$ cat src/pkg/motor_axis_pkg.sv
// constants, register map and carrier types for the motor axis supervisor
package motor_axis_pkg;

  // register byte offsets on the apb slave
  localparam logic [7:0] OFF_PORT_A = 8'h00;
  localparam logic [7:0] OFF_PORT_B = 8'h04;
  localparam logic [7:0] OFF_PORT_C = 8'h08;
  localparam logic [7:0] OFF_CONFIG = 8'h0c;
  localparam logic [7:0] OFF_DAC1 = 8'h10;
  localparam logic [7:0] OFF_DAC2 = 8'h14;
  localparam logic [7:0] OFF_SW_LATCH = 8'h18;
  localparam logic [7:0] OFF_CAPTURE1 = 8'h1c;
  localparam logic [7:0] OFF_CAPTURE2 = 8'h20;
  localparam logic [7:0] OFF_COUNT1 = 8'h24;
  localparam logic [7:0] OFF_COUNT2 = 8'h28;

  // port a fields
  localparam int PA_ENC_MODE_LSB = 0;
  localparam int PA_USER1_BIT = 3;
  localparam int PA_USER2_BIT = 4;
  localparam int PA_SYN_A_BIT = 5;
  localparam int PA_SYN_B_BIT = 6;
  localparam int PA_SYN_I_BIT = 7;
  // port b fields
  localparam int PB_REAL_ENC_BIT = 0;
  localparam int PB_LOOPBACK_BIT = 1;
  localparam int PB_SCLK_EN_BIT = 2;
  localparam int PB_DAC_SYNC_BIT = 3;
  localparam int PB_CAL_BIT = 4;
  // port c fields
  localparam int PC_ALIVE1_BIT = 0;
  localparam int PC_CAPT1_BIT = 1;
  localparam int PC_ALIVE2_BIT = 2;
  localparam int PC_CAPT2_BIT = 3;
  // config fields
  localparam int CFG_DAC_SW_BIT = 0;
  localparam int CFG_DRQ_LSB = 1;
  localparam int CFG_IRQ_LSB = 3;

  // reset values
  localparam logic [7:0] PORT_A_RESET = 8'h00;
  localparam logic [7:0] PORT_B_RESET = 8'h00;
  localparam logic [7:0] CONFIG_RESET = 8'h01;
  localparam logic [11:0] DAC_RESET = 12'h800;

  // timing
  localparam int CLOCK_MHZ = 250;
  localparam int HEARTBEAT_MS = 50;
  localparam int HEARTBEAT_CYCLES = HEARTBEAT_MS * CLOCK_MHZ * 1000;

  localparam int NUM_AXES = 2;
  localparam int COUNT_W = 16;
  localparam int DAC_W = 12;
  localparam int HB_W = 24;

  // synchronised pin bundle
  typedef struct packed {
    logic sample_clock;
    logic [NUM_AXES-1:0] enc_a;
    logic [NUM_AXES-1:0] enc_b;
    logic [NUM_AXES-1:0] enc_i;
    logic [NUM_AXES-1:0] axis_enable;
  } pins_t;

  // apb request and answer
  typedef struct packed {
    logic psel;
    logic penable;
    logic pwrite;
    logic [7:0] paddr;
    logic [31:0] pwdata;
  } apb_req_t;

  typedef struct packed {
    logic pready;
    logic pslverr;
    logic [31:0] prdata;
  } apb_rsp_t;

  typedef enum logic [1:0]
  {
    DRQ_LINE1 = 2'b00,
    DRQ_LINE2 = 2'b01,
    DRQ_LINE3 = 2'b10
  } drq_sel_t;

  typedef enum logic [2:0]
  {
    IRQ_LINE3 = 3'b000,
    IRQ_LINE4 = 3'b001,
    IRQ_LINE5 = 3'b010,
    IRQ_LINE6 = 3'b011,
    IRQ_LINE7 = 3'b100
  } irq_sel_t;

  typedef enum logic
  {
    HB_EXPIRED = 1'b0,
    HB_RUNNING = 1'b1
  } hb_state_t;

endpackage

$ cat src/verilog/motor_axis_calib_watchdog.sv
// supervisory logic of a two-axis motor board: index capture, diagnostics
// What this block does
// - port b bit 4 set enters calibration mode for index capture at speed
// - in calibration an index pulse captures the count and flags host
// - capture flags read on port c bit 1 (axis 1) and bit 3 (axis 2)
// - later index pulses are never locked out; each recaptures the count
// - port b bit 1 set loops converter outputs back to inputs
// - synthetic a, b, index from port a bits 5 to 7 feed both axes
// - port b bit 0 clear selects synthetic encoder, set passes real ones
// - fault alarm line goes high when setpoints are not refreshed
// - per-axis retriggerable heartbeat, restarted by a setpoint write, 50 ms
// - heartbeat state on port c bit 0 and bit 2, one means healthy
// - after reset the alarm stands until every converter was written once
// - disabled axis: heartbeat ignored for alarm, current drive grounded
// - configuration decides if converters obey the software latch
// - configuration routes sample clock to one of three dma request lines
// - port b bit 4 clear holds capture flags clear; set arms next index
// - external sample clock latches converters only while port b bit 2 is one; dma routing ignores the bit
`timescale 1ns/1ps
module motor_axis_calib_watchdog
  import motor_axis_pkg::*;
#(
  parameter int unsigned HEARTBEAT_HOLD = HEARTBEAT_CYCLES
)
(
  input wire logic CLOCK,
  input wire logic RESETN,
  input wire logic PSEL,
  input wire logic PENABLE,
  input wire logic PWRITE,
  input wire logic [7:0] PADDR,
  input wire logic [31:0] PWDATA,
  output logic [31:0] PRDATA,
  output logic PREADY,
  output logic PSLVERR,
  input wire logic SERVO_SAMPLE_CLOCK,
  input wire logic [1:0] JOINT_ENC_A,
  input wire logic [1:0] JOINT_ENC_B,
  input wire logic [1:0] JOINT_ENC_I,
  input wire logic [1:0] AXIS_ENABLE,
  output logic [1:0] ENCODER_COUNT_INTERFACE_A,
  output logic [1:0] ENCODER_COUNT_INTERFACE_B,
  output logic [1:0] ENCODER_COUNT_INTERFACE_I,
  output logic [2:0] ENCODER_MODE,
  output logic [23:0] DAC_CODE,
  output logic CONVERT_LATCH,
  output logic LOOPBACK_RELAY,
  output logic [1:0] DRIVE_GROUND,
  output logic FAULT_ALARM_LINE,
  output logic [2:0] DRQ_LINES,
  output logic [4:0] IRQ_LINES,
  output logic [1:0] AXIS_ALIVE_INDICATOR,
  output logic [1:0] AXIS_USER_INDICATOR
);

  typedef struct packed {
    pins_t sync1;
    pins_t sync2;
    logic sclk_prev;
    logic [1:0] a_prev;
    logic [1:0] b_prev;
    logic [1:0] i_prev;
    logic [7:0] port_a;
    logic [7:0] port_b;
    logic [5:0] config_bits;
    logic [DAC_W-1:0] dac1;
    logic [DAC_W-1:0] dac2;
    logic [1:0] captured;
    logic [COUNT_W-1:0] count1;
    logic [COUNT_W-1:0] count2;
    logic [COUNT_W-1:0] capture1;
    logic [COUNT_W-1:0] capture2;
    apb_rsp_t rsp;
    logic [1:0] enc_a_out;
    logic [1:0] enc_b_out;
    logic [1:0] enc_i_out;
    logic [23:0] dac_out;
    logic latch_out;
    logic fault;
    logic [2:0] drq;
    logic [4:0] irq;
    logic [1:0] alive_out;
    logic [1:0] ground;
  } top_t;

  top_t cur;
  top_t next_cur;
  pins_t pins_raw;
  logic [1:0] alive;
  logic [1:0] hb_kick;

  assign pins_raw = '{sample_clock: SERVO_SAMPLE_CLOCK, enc_a: JOINT_ENC_A,
                      enc_b: JOINT_ENC_B, enc_i: JOINT_ENC_I,
                      axis_enable: AXIS_ENABLE};

  // one one-shot per axis; kicked by a setpoint write on the bus
  genvar g;
  generate
    for (g = 0; g < NUM_AXES; g++)
    begin : gen_hb
      axis_heartbeat #(
        .HOLD_CYCLES(HEARTBEAT_HOLD)
      ) u_hb (
        .clock(CLOCK),
        .resetn(RESETN),
        .kick(hb_kick[g]),
        .alive(alive[g])
      );
    end
  endgenerate

  always_comb
  begin
    logic wr;
    logic setup;
    logic [1:0] sel_a;
    logic [1:0] sel_b;
    logic [1:0] sel_i;
    logic [1:0] idx_rise;
    logic [1:0] up;
    logic [1:0] step;
    logic sclk_edge;
    logic sw_latch;
    logic dac_latch;
    logic [31:0] rd;
    logic hit;
    wr = 1'b0;
    setup = 1'b0;
    sel_a = '0;
    sel_b = '0;
    sel_i = '0;
    idx_rise = '0;
    up = '0;
    step = '0;
    sclk_edge = 1'b0;
    sw_latch = 1'b0;
    dac_latch = 1'b0;
    rd = '0;
    hit = 1'b0;
    next_cur = cur;
    hb_kick = '0;

    // two flops before anything reads a pin
    next_cur.sync1 = pins_raw;
    next_cur.sync2 = cur.sync1;
    next_cur.sclk_prev = cur.sync2.sample_clock;

    // apb: answer in the access cycle, write lands at that edge
    wr = PSEL & PENABLE & PWRITE & cur.rsp.pready;
    setup = PSEL & ~PENABLE;

    // encoder source: synthetic bits shared by both axes, or the joints
    if (cur.port_b[PB_REAL_ENC_BIT])
    begin
      sel_a = cur.sync2.enc_a;
      sel_b = cur.sync2.enc_b;
      sel_i = cur.sync2.enc_i;
    end
    else
    begin
      sel_a = {2{cur.port_a[PA_SYN_A_BIT]}};
      sel_b = {2{cur.port_a[PA_SYN_B_BIT]}};
      sel_i = {2{cur.port_a[PA_SYN_I_BIT]}};
    end
    next_cur.enc_a_out = sel_a;
    next_cur.enc_b_out = sel_b;
    next_cur.enc_i_out = sel_i;
    next_cur.a_prev = sel_a;
    next_cur.b_prev = sel_b;
    next_cur.i_prev = sel_i;

    // quadrature count per axis; a double step is an illegal jump, dropped
    for (int k = 0; k < NUM_AXES; k++)
    begin
      step[k] = (sel_a[k] ^ cur.a_prev[k]) ^ (sel_b[k] ^ cur.b_prev[k]);
      up[k] = sel_a[k] ^ cur.b_prev[k];
      idx_rise[k] = sel_i[k] & ~cur.i_prev[k];
    end
    if (step[0])
    begin
      next_cur.count1 = up[0] ? cur.count1 + 16'h0001 : cur.count1 - 16'h0001;
    end
    if (step[1])
    begin
      next_cur.count2 = up[1] ? cur.count2 + 16'h0001 : cur.count2 - 16'h0001;
    end

    // calibration capture; motion is left to the host to stop
    if (!cur.port_b[PB_CAL_BIT])
    begin
      next_cur.captured = '0;
    end
    else
    begin
      // every rising index recaptures, nothing is locked out
      if (idx_rise[0])
      begin
        next_cur.capture1 = cur.count1;
        next_cur.captured[0] = 1'b1;
      end
      if (idx_rise[1])
      begin
        next_cur.capture2 = cur.count2;
        next_cur.captured[1] = 1'b1;
      end
    end

    // latch sources
    sclk_edge = cur.sync2.sample_clock & ~cur.sclk_prev
                & cur.port_b[PB_SCLK_EN_BIT];
    sw_latch = wr && (PADDR == OFF_SW_LATCH);
    next_cur.latch_out = sclk_edge | sw_latch;
    dac_latch = sclk_edge
                | (sw_latch & cur.config_bits[CFG_DAC_SW_BIT]);

    // register writes
    if (wr)
    begin
      case (PADDR)
        OFF_PORT_A: next_cur.port_a = PWDATA[7:0];
        OFF_PORT_B: next_cur.port_b = PWDATA[7:0];
        OFF_CONFIG: next_cur.config_bits = PWDATA[5:0];
        OFF_DAC1:
        begin
          next_cur.dac1 = PWDATA[DAC_W-1:0];
          hb_kick[0] = 1'b1;
        end
        OFF_DAC2:
        begin
          next_cur.dac2 = PWDATA[DAC_W-1:0];
          hb_kick[1] = 1'b1;
        end
        default: next_cur.port_a = cur.port_a;
      endcase
    end

    // converter outputs: immediate, or held until a latch in sync mode
    if (!cur.port_b[PB_DAC_SYNC_BIT])
    begin
      next_cur.dac_out = {next_cur.dac2, next_cur.dac1};
    end
    else if (dac_latch)
    begin
      next_cur.dac_out = {cur.dac2, cur.dac1};
    end

    // read mux, prepared in the setup cycle
    hit = 1'b1;
    case (PADDR)
      OFF_PORT_A: rd = {24'h000000, cur.port_a};
      OFF_PORT_B: rd = {24'h000000, cur.port_b};
      OFF_PORT_C: rd = {28'h0000000, cur.captured[1], alive[1],
                        cur.captured[0], alive[0]};
      OFF_CONFIG: rd = {26'h0000000, cur.config_bits};
      OFF_DAC1: rd = {20'h00000, cur.dac1};
      OFF_DAC2: rd = {20'h00000, cur.dac2};
      OFF_SW_LATCH: rd = '0;
      OFF_CAPTURE1: rd = {16'h0000, cur.capture1};
      OFF_CAPTURE2: rd = {16'h0000, cur.capture2};
      OFF_COUNT1: rd = {16'h0000, cur.count1};
      OFF_COUNT2: rd = {16'h0000, cur.count2};
      default: hit = 1'b0;
    endcase
    next_cur.rsp.pready = setup;
    next_cur.rsp.pslverr = setup & (~hit | (PADDR[1:0] != 2'b00));
    next_cur.rsp.prdata = (setup & ~PWRITE & hit) ? rd : 32'h00000000;

    // alarm: a disabled axis is left out of the vote
    next_cur.alive_out = alive;
    next_cur.fault = |(~alive & cur.sync2.axis_enable);
    next_cur.ground = ~cur.sync2.axis_enable;

    // jumper style routing of the sample clock and the alarm
    next_cur.drq = '0;
    case (drq_sel_t'(cur.config_bits[CFG_DRQ_LSB +: 2]))
      DRQ_LINE1: next_cur.drq[0] = cur.sync2.sample_clock;
      DRQ_LINE2: next_cur.drq[1] = cur.sync2.sample_clock;
      DRQ_LINE3: next_cur.drq[2] = cur.sync2.sample_clock;
      default: next_cur.drq = '0;
    endcase
    next_cur.irq = '0;
    case (irq_sel_t'(cur.config_bits[CFG_IRQ_LSB +: 3]))
      IRQ_LINE3: next_cur.irq[0] = cur.fault;
      IRQ_LINE4: next_cur.irq[1] = cur.fault;
      IRQ_LINE5: next_cur.irq[2] = cur.fault;
      IRQ_LINE6: next_cur.irq[3] = cur.fault;
      IRQ_LINE7: next_cur.irq[4] = cur.fault;
      default: next_cur.irq = '0;
    endcase
  end

  always_ff @(posedge CLOCK or negedge RESETN)
  begin
    if (!RESETN)
    begin
      cur <= '0;
      cur.port_a <= PORT_A_RESET;
      cur.port_b <= PORT_B_RESET;
      cur.config_bits <= CONFIG_RESET[5:0];
      cur.dac1 <= DAC_RESET;
      cur.dac2 <= DAC_RESET;
      cur.dac_out <= {DAC_RESET, DAC_RESET};
      cur.fault <= 1'b1;
      cur.sync1.axis_enable <= '1;
      cur.sync2.axis_enable <= '1;
    end
    else
    begin
      cur <= next_cur;
    end
  end

  assign PRDATA = cur.rsp.prdata;
  assign PREADY = cur.rsp.pready;
  assign PSLVERR = cur.rsp.pslverr;
  assign ENCODER_COUNT_INTERFACE_A = cur.enc_a_out;
  assign ENCODER_COUNT_INTERFACE_B = cur.enc_b_out;
  assign ENCODER_COUNT_INTERFACE_I = cur.enc_i_out;
  assign ENCODER_MODE = cur.port_a[PA_ENC_MODE_LSB +: 3];
  assign DAC_CODE = cur.dac_out;
  assign CONVERT_LATCH = cur.latch_out;
  // relay closes the loop while the bit is set; host allows settling
  assign LOOPBACK_RELAY = cur.port_b[PB_LOOPBACK_BIT];
  assign DRIVE_GROUND = cur.ground;
  assign FAULT_ALARM_LINE = cur.fault;
  assign DRQ_LINES = cur.drq;
  assign IRQ_LINES = cur.irq;
  assign AXIS_ALIVE_INDICATOR = cur.alive_out;
  assign AXIS_USER_INDICATOR = {cur.port_a[PA_USER2_BIT],
                                cur.port_a[PA_USER1_BIT]};

endmodule

$ cat src/verilog/axis_heartbeat.sv
// retriggerable one-shot that shows whether an axis setpoint is fresh
`timescale 1ns/1ps
module axis_heartbeat
  import motor_axis_pkg::*;
#(
  parameter int unsigned HOLD_CYCLES = HEARTBEAT_CYCLES
)
(
  input wire logic clock,
  input wire logic resetn,
  input wire logic kick,
  output logic alive
);

  typedef struct packed {
    hb_state_t mode;
    logic [HB_W-1:0] remain;
  } hb_t;

  localparam logic [HB_W-1:0] HOLD = HOLD_CYCLES[HB_W-1:0];

  hb_t cur;
  hb_t next_cur;

  // starts expired so the alarm stands until the first write
  always_comb
  begin
    next_cur = cur;
    if (kick)
    begin
      next_cur.mode = HB_RUNNING;
      next_cur.remain = HOLD;
    end
    else
    begin
      case (cur.mode)
        HB_RUNNING:
        begin
          if (cur.remain <= 24'h000001)
          begin
            next_cur.mode = HB_EXPIRED;
            next_cur.remain = '0;
          end
          else
          begin
            next_cur.remain = cur.remain - 24'h000001;
          end
        end
        default:
        begin
          next_cur.mode = HB_EXPIRED;
          next_cur.remain = '0;
        end
      endcase
    end
  end

  always_ff @(posedge clock or negedge resetn)
  begin
    if (!resetn)
    begin
      cur <= '{mode: HB_EXPIRED, remain: '0};
    end
    else
    begin
      cur <= next_cur;
    end
  end

  assign alive = (cur.mode == HB_RUNNING);

endmodule

$ cat config.mk
export PLATFORM = sky130hd
export DESIGN_NAME = motor_axis_calib_watchdog
export DESIGN_NICKNAME = d
export VERILOG_FILES = /design/src/pkg/motor_axis_pkg.sv /design/src/verilog/motor_axis_calib_watchdog.sv /design/src/verilog/axis_heartbeat.sv
export SDC_FILE = /design/constraint.sdc
export NUM_CORES = 1
export LEC_CHECK = 0
export BUFFER_PORTS_ARGS = -buffer_cell sky130_fd_sc_hd__buf_2
export CORE_MARGIN = 2
export CORE_UTILIZATION = 50
export DETAILED_ROUTE_END_ITERATION = 6
export GPL_TIMING_DRIVEN = 0
export PLACE_DENSITY_LB_ADDON = 0.2
export SLEW_MARGIN = 20
export SYNTH_ARGS = -nofsm -noshare
export SYNTH_HDL_FRONTEND = slang
export SYNTH_SLANG_ARGS = --single-unit
$ cat constraint.sdc
create_clock -name CLOCK -period 3.92 [get_ports CLOCK]
set_input_delay 0 -clock CLOCK [delete_from_list [all_inputs] [get_ports CLOCK]]
set_output_delay 0 -clock CLOCK [all_outputs]
set_load 0.03 [all_outputs]
==> results_dict.tcl <==
set metrics [dict create \
    clock-sinks 243 \
    fillCellCount 1910 \
    synth_area_leader_cell "dfrtp_1" \
    synth-seq-cells 243 \
    relSlewSlack 0.221 \
    yosys_warnings 0 \
    cp_common_cell "xor2_1" \
    die_w_microns 157 \
    cp.arrival_ns 3.73 \
    ctsHtreeMaxLevel 1 \
    vias 8816 \
    syn_inst 1104 \
    p_clk_frac 0.412 \
    drt.antenna.violating_nets 0 \
    r2r-start "cur[174]" \
    p_leak_nw 6.47 \
    drt_iter0_drc 822 \
    path_class "flop to flop" \
    slew_viol_final 0 \
    cp_slowest_cell "xor2_1" \
    ir_drop_v 0.000285 \
    die-area_sq_um 24600 \
    post-route-util 0.612 \
    viasPerCell 5.48 \
    post-place-ws_ns 0.694 \
    crit_fanout 10 \
    ys_seq_area_frac 0.521 \
    period_share 0.834 \
    holdCritPathClass "input port to asynchronous set/reset pin" \
    seqCellArea_sq_um 6090 \
    worstMarginPinSlew_ns 1.16 \
    portBuffers 100 \
    yosysTopAreaCellShare 0.499 \
    gp_congestion 0.952 \
    multi_input_area_sq_um 4770 \
    tns_ns 0 \
    synthDistinctLibCells 60 \
    root_buffer "clkbuf_16" \
    synth_area_leaders "dfrtp_1 (50%), mux2_2 (6.8%), buf_4 (5.1%), nand2_1 (3.6%), nor2_1 (3.1%)" \
    die_h_microns 157 \
    wire_per_inst_microns 17.9 \
    rrSetupSlack_ns 0.65 \
    cts_tree "built" \
    r2r-end "cur[118]" \
    cp-start-kind "flop" \
    cp-end-kind "flop" \
    p_seq_frac 0.435 \
    wirelength_mm 28.8 \
    p_comb_frac 0.153 \
    ioPinCount 138 \
    powerDensity_nw_per_um2 477 \
    nets 1336 \
    clock_path_buffers 3 \
    grt-ovfl-total 0 \
    p_sw_mw 1.84 \
    placeableCoreArea_sq_um 22800 \
    fin_ws_ns 0.650 \
    yosys_most_used_dff "dfrtp_1" \
    maxCapViolCount 0 \
    finalCriticalPeriod_ns 3.27 \
    grt_max_degree 96 \
    outcome "complete, no violations" \
    r2r_cells 12 \
    diodes 0 \
    slowest_delay_ns 0.37 \
    syn_area_sq_um 11700 \
    std_cell_rows 55 \
    first_pass_iters 6 \
    intPower_mw 4.80 \
    clkSlewWorstSetupHoldPaths_ns 0.06 \
    hpwlAfterDp_mm 20.6 \
    avgSynthCellArea_sq_um 10.6 \
    grt_pass1_wl_mm 46.0 \
    clk_latency_ns 0.53 \
    swShare 0.277 \
    crit_path_cell_trace "buf_2, mux2i_1, xor2_1, buf_2, xor2_1, ha_1, nand3_1, nor2_1, nand2_1, o21ai_0, mux2i_1, xor2_1" \
    grt_antenna_before_repair 0 \
    post_route_cells_drive_above_1_share 0.256 \
    drcViolationCount 0 \
    start_util 0.513 \
    first_global_vias 8480 \
    fmax_ghz 0.306 \
    required_ns 4.38 \
    fin_skew_ns 0.0101 \
    rsz0062_at_grt "no" \
    setup_violations 0 \
    area_delta_synth_final_pct 19.2 \
    grt.total_usage 0.238 \
    synthArstFlopShare 1.00 \
    finalHoldViolCount 0 \
    synth_edf_count 0 \
    cts_buffers 27 \
]
cells by family after synthesis:
family,Yosys count,synth area share
other,1,0.000321
xor gates and xnor gates,75,0.0562
and+or+nand+nor,371,0.158
DFF,243,0.521
muxes,92,0.0864
buffers and inverters,154,0.0765
AOI/OAI and AO/OA,162,0.0955
adders and majority gates,6,0.00642
cells in the mapped netlist, types with 3 or more instances:
| cell type | number |
|---|---|
| nand2_1 | 113 |
| xnor2_1 | 42 |
| buf_4 | 80 |
| a21o_1 | 3 |
| nand3_1 | 23 |
| nor4b_1 | 8 |
| or4_1 | 10 |
| a32oi_1 | 9 |
| or2_2 | 3 |
| a22oi_1 | 37 |
| nor3_1 | 26 |
| dfstp_2 | 10 |
| and2_1 | 6 |
| a222oi_1 | 7 |
| mux2i_1 | 21 |
| or3_1 | 9 |
| mux2_2 | 71 |
| dfrtp_1 | 233 |
| buf_2 | 13 |
| nor4_1 | 21 |
| and3b_1 | 5 |
| a21oi_1 | 13 |
| and4_1 | 3 |
| nand2b_1 | 9 |
| clkbuf_1 | 45 |
| nor2_1 | 98 |
| and3_1 | 7 |
| inv_1 | 14 |
| nand4_1 | 9 |
| nand3b_1 | 3 |
| o22ai_1 | 15 |
| ha_1 | 6 |
| a31oi_1 | 14 |
| o21ai_0 | 39 |
| xor2_1 | 33 |
| a22o_1 | 10 |
placed cells by master, fill, tap and decap left out, drive strengths merged, types with 8 or more instances in the layout:
cell	Yosys	final
nand3	23	23
nor4b	8	8
xor2	33	33
nand2b	9	9
clkbuf	45	79
dlygate4sd3	0	26
conb	1	16
or4	10	10
mux2i	21	21
nor3	28	28
or3	9	9
dfrtp	233	233
a31oi	14	14
nand4	9	9
a22o	10	10
o22ai	15	15
a21oi	13	13
nor4	24	24
o21ai	41	41
and2	8	8
a32oi	9	9
inv	14	15
nor2	99	99
mux2	71	71
xnor2	42	42
nand2	113	113
dfstp	10	10
a22oi	37	37
buf	95	197
sequential cells by signal, summed over array words and instances (netlist names), 3 cells and up:
signal           count
ENCODER_MODE         3
IRQ_LINES            5
cur                125
DRQ_LINES            3
gen_hb.u_hb.cur     48
PRDATA              16
DAC_CODE            24
critical path, delay by kind of cell, from the launching register on:
kind	cells	cell delay, ns
AOI/OAI and AO/OA	1	0.34
muxes	2	0.57
DFF	1	0.33
and+or+nand+nor	3	0.47
xor gates and xnor gates	3	0.69
buffers and inverters	2	0.55
adders and majority gates	1	0.24
routing by layer:
layer / global-route usage / routed length, microns / up-vias / share of wire
met1: 0.334 / 12700 / 4293 / 0.44
met2: 0.381 / 13200 / 312 / 0.46
met3: 0.0441 / 1960 / 73 / 0.068
li1: - / - / 4138 / -
met4: 0.0629 / 855 / 0 / 0.030
met5: 0 / 0 / - / 0
cell type report:
type / instances / share of cell area
clock inverter: 14 / 0.0180
tap: 313 / 0.0281
inverter: 14 / 0.00377
sequential: 243 / 0.437
buffer: 140 / 0.0604
multi-input combinational: 722 / 0.342
timing repair buffer: 128 / 0.0593
clock buffer: 34 / 0.0511
power by group through the flow:
stage,clock [mW],combinational [mW],sequential (mW)
after floorplan,0,0.702,2.87
after global placement,0,0.959,2.92
after detailed placement,0,0.985,2.92
after CTS,2.79,1.01,2.88
after global routing,2.90,1.12,2.91
final,2.74,1.02,2.89
worst max-delay path by stage:
stage / start / to / slack [ns] / cells past startpoint
final: cur[174] / cur[118] / 0.65 / 12
after global routing: cur[174] / cur[118] / 0.30 / 12
after CTS: cur[174] / cur[118] / 0.65 / 12
after detailed placement: cur[174] / cur[118] / 0.69 / 12
after global placement: RESETN / cur[114] / -1.46 / 1
after floorplan: cur[174] / cur[118] / 1.20 / 12
stage by stage:
stage / power, mW / cell area (sq um) / hold slack [ns] / cells
4_1_cts: 6.68 / 13900 / 0.0252 / 1608
6_report: 6.64 / 13900 / 0.00875 / 1608
2_1_floorplan: 3.58 / 11700 / -0.296 / 1119
5_1_grt: 6.93 / 13900 / 0.0561 / 1608
3_5_place_dp: 3.91 / 12700 / -0.00974 / 1534
3_3_place_gp: 3.88 / 12600 / 0.108 / 1532
timing repair:
item,in CTS,in global routing
hold buffers,26,0
setup buffers,0,0
resized for setup,0,0
hold endpoints to repair,320,0
Note: power is estimated with default switching activity, not from simulation.
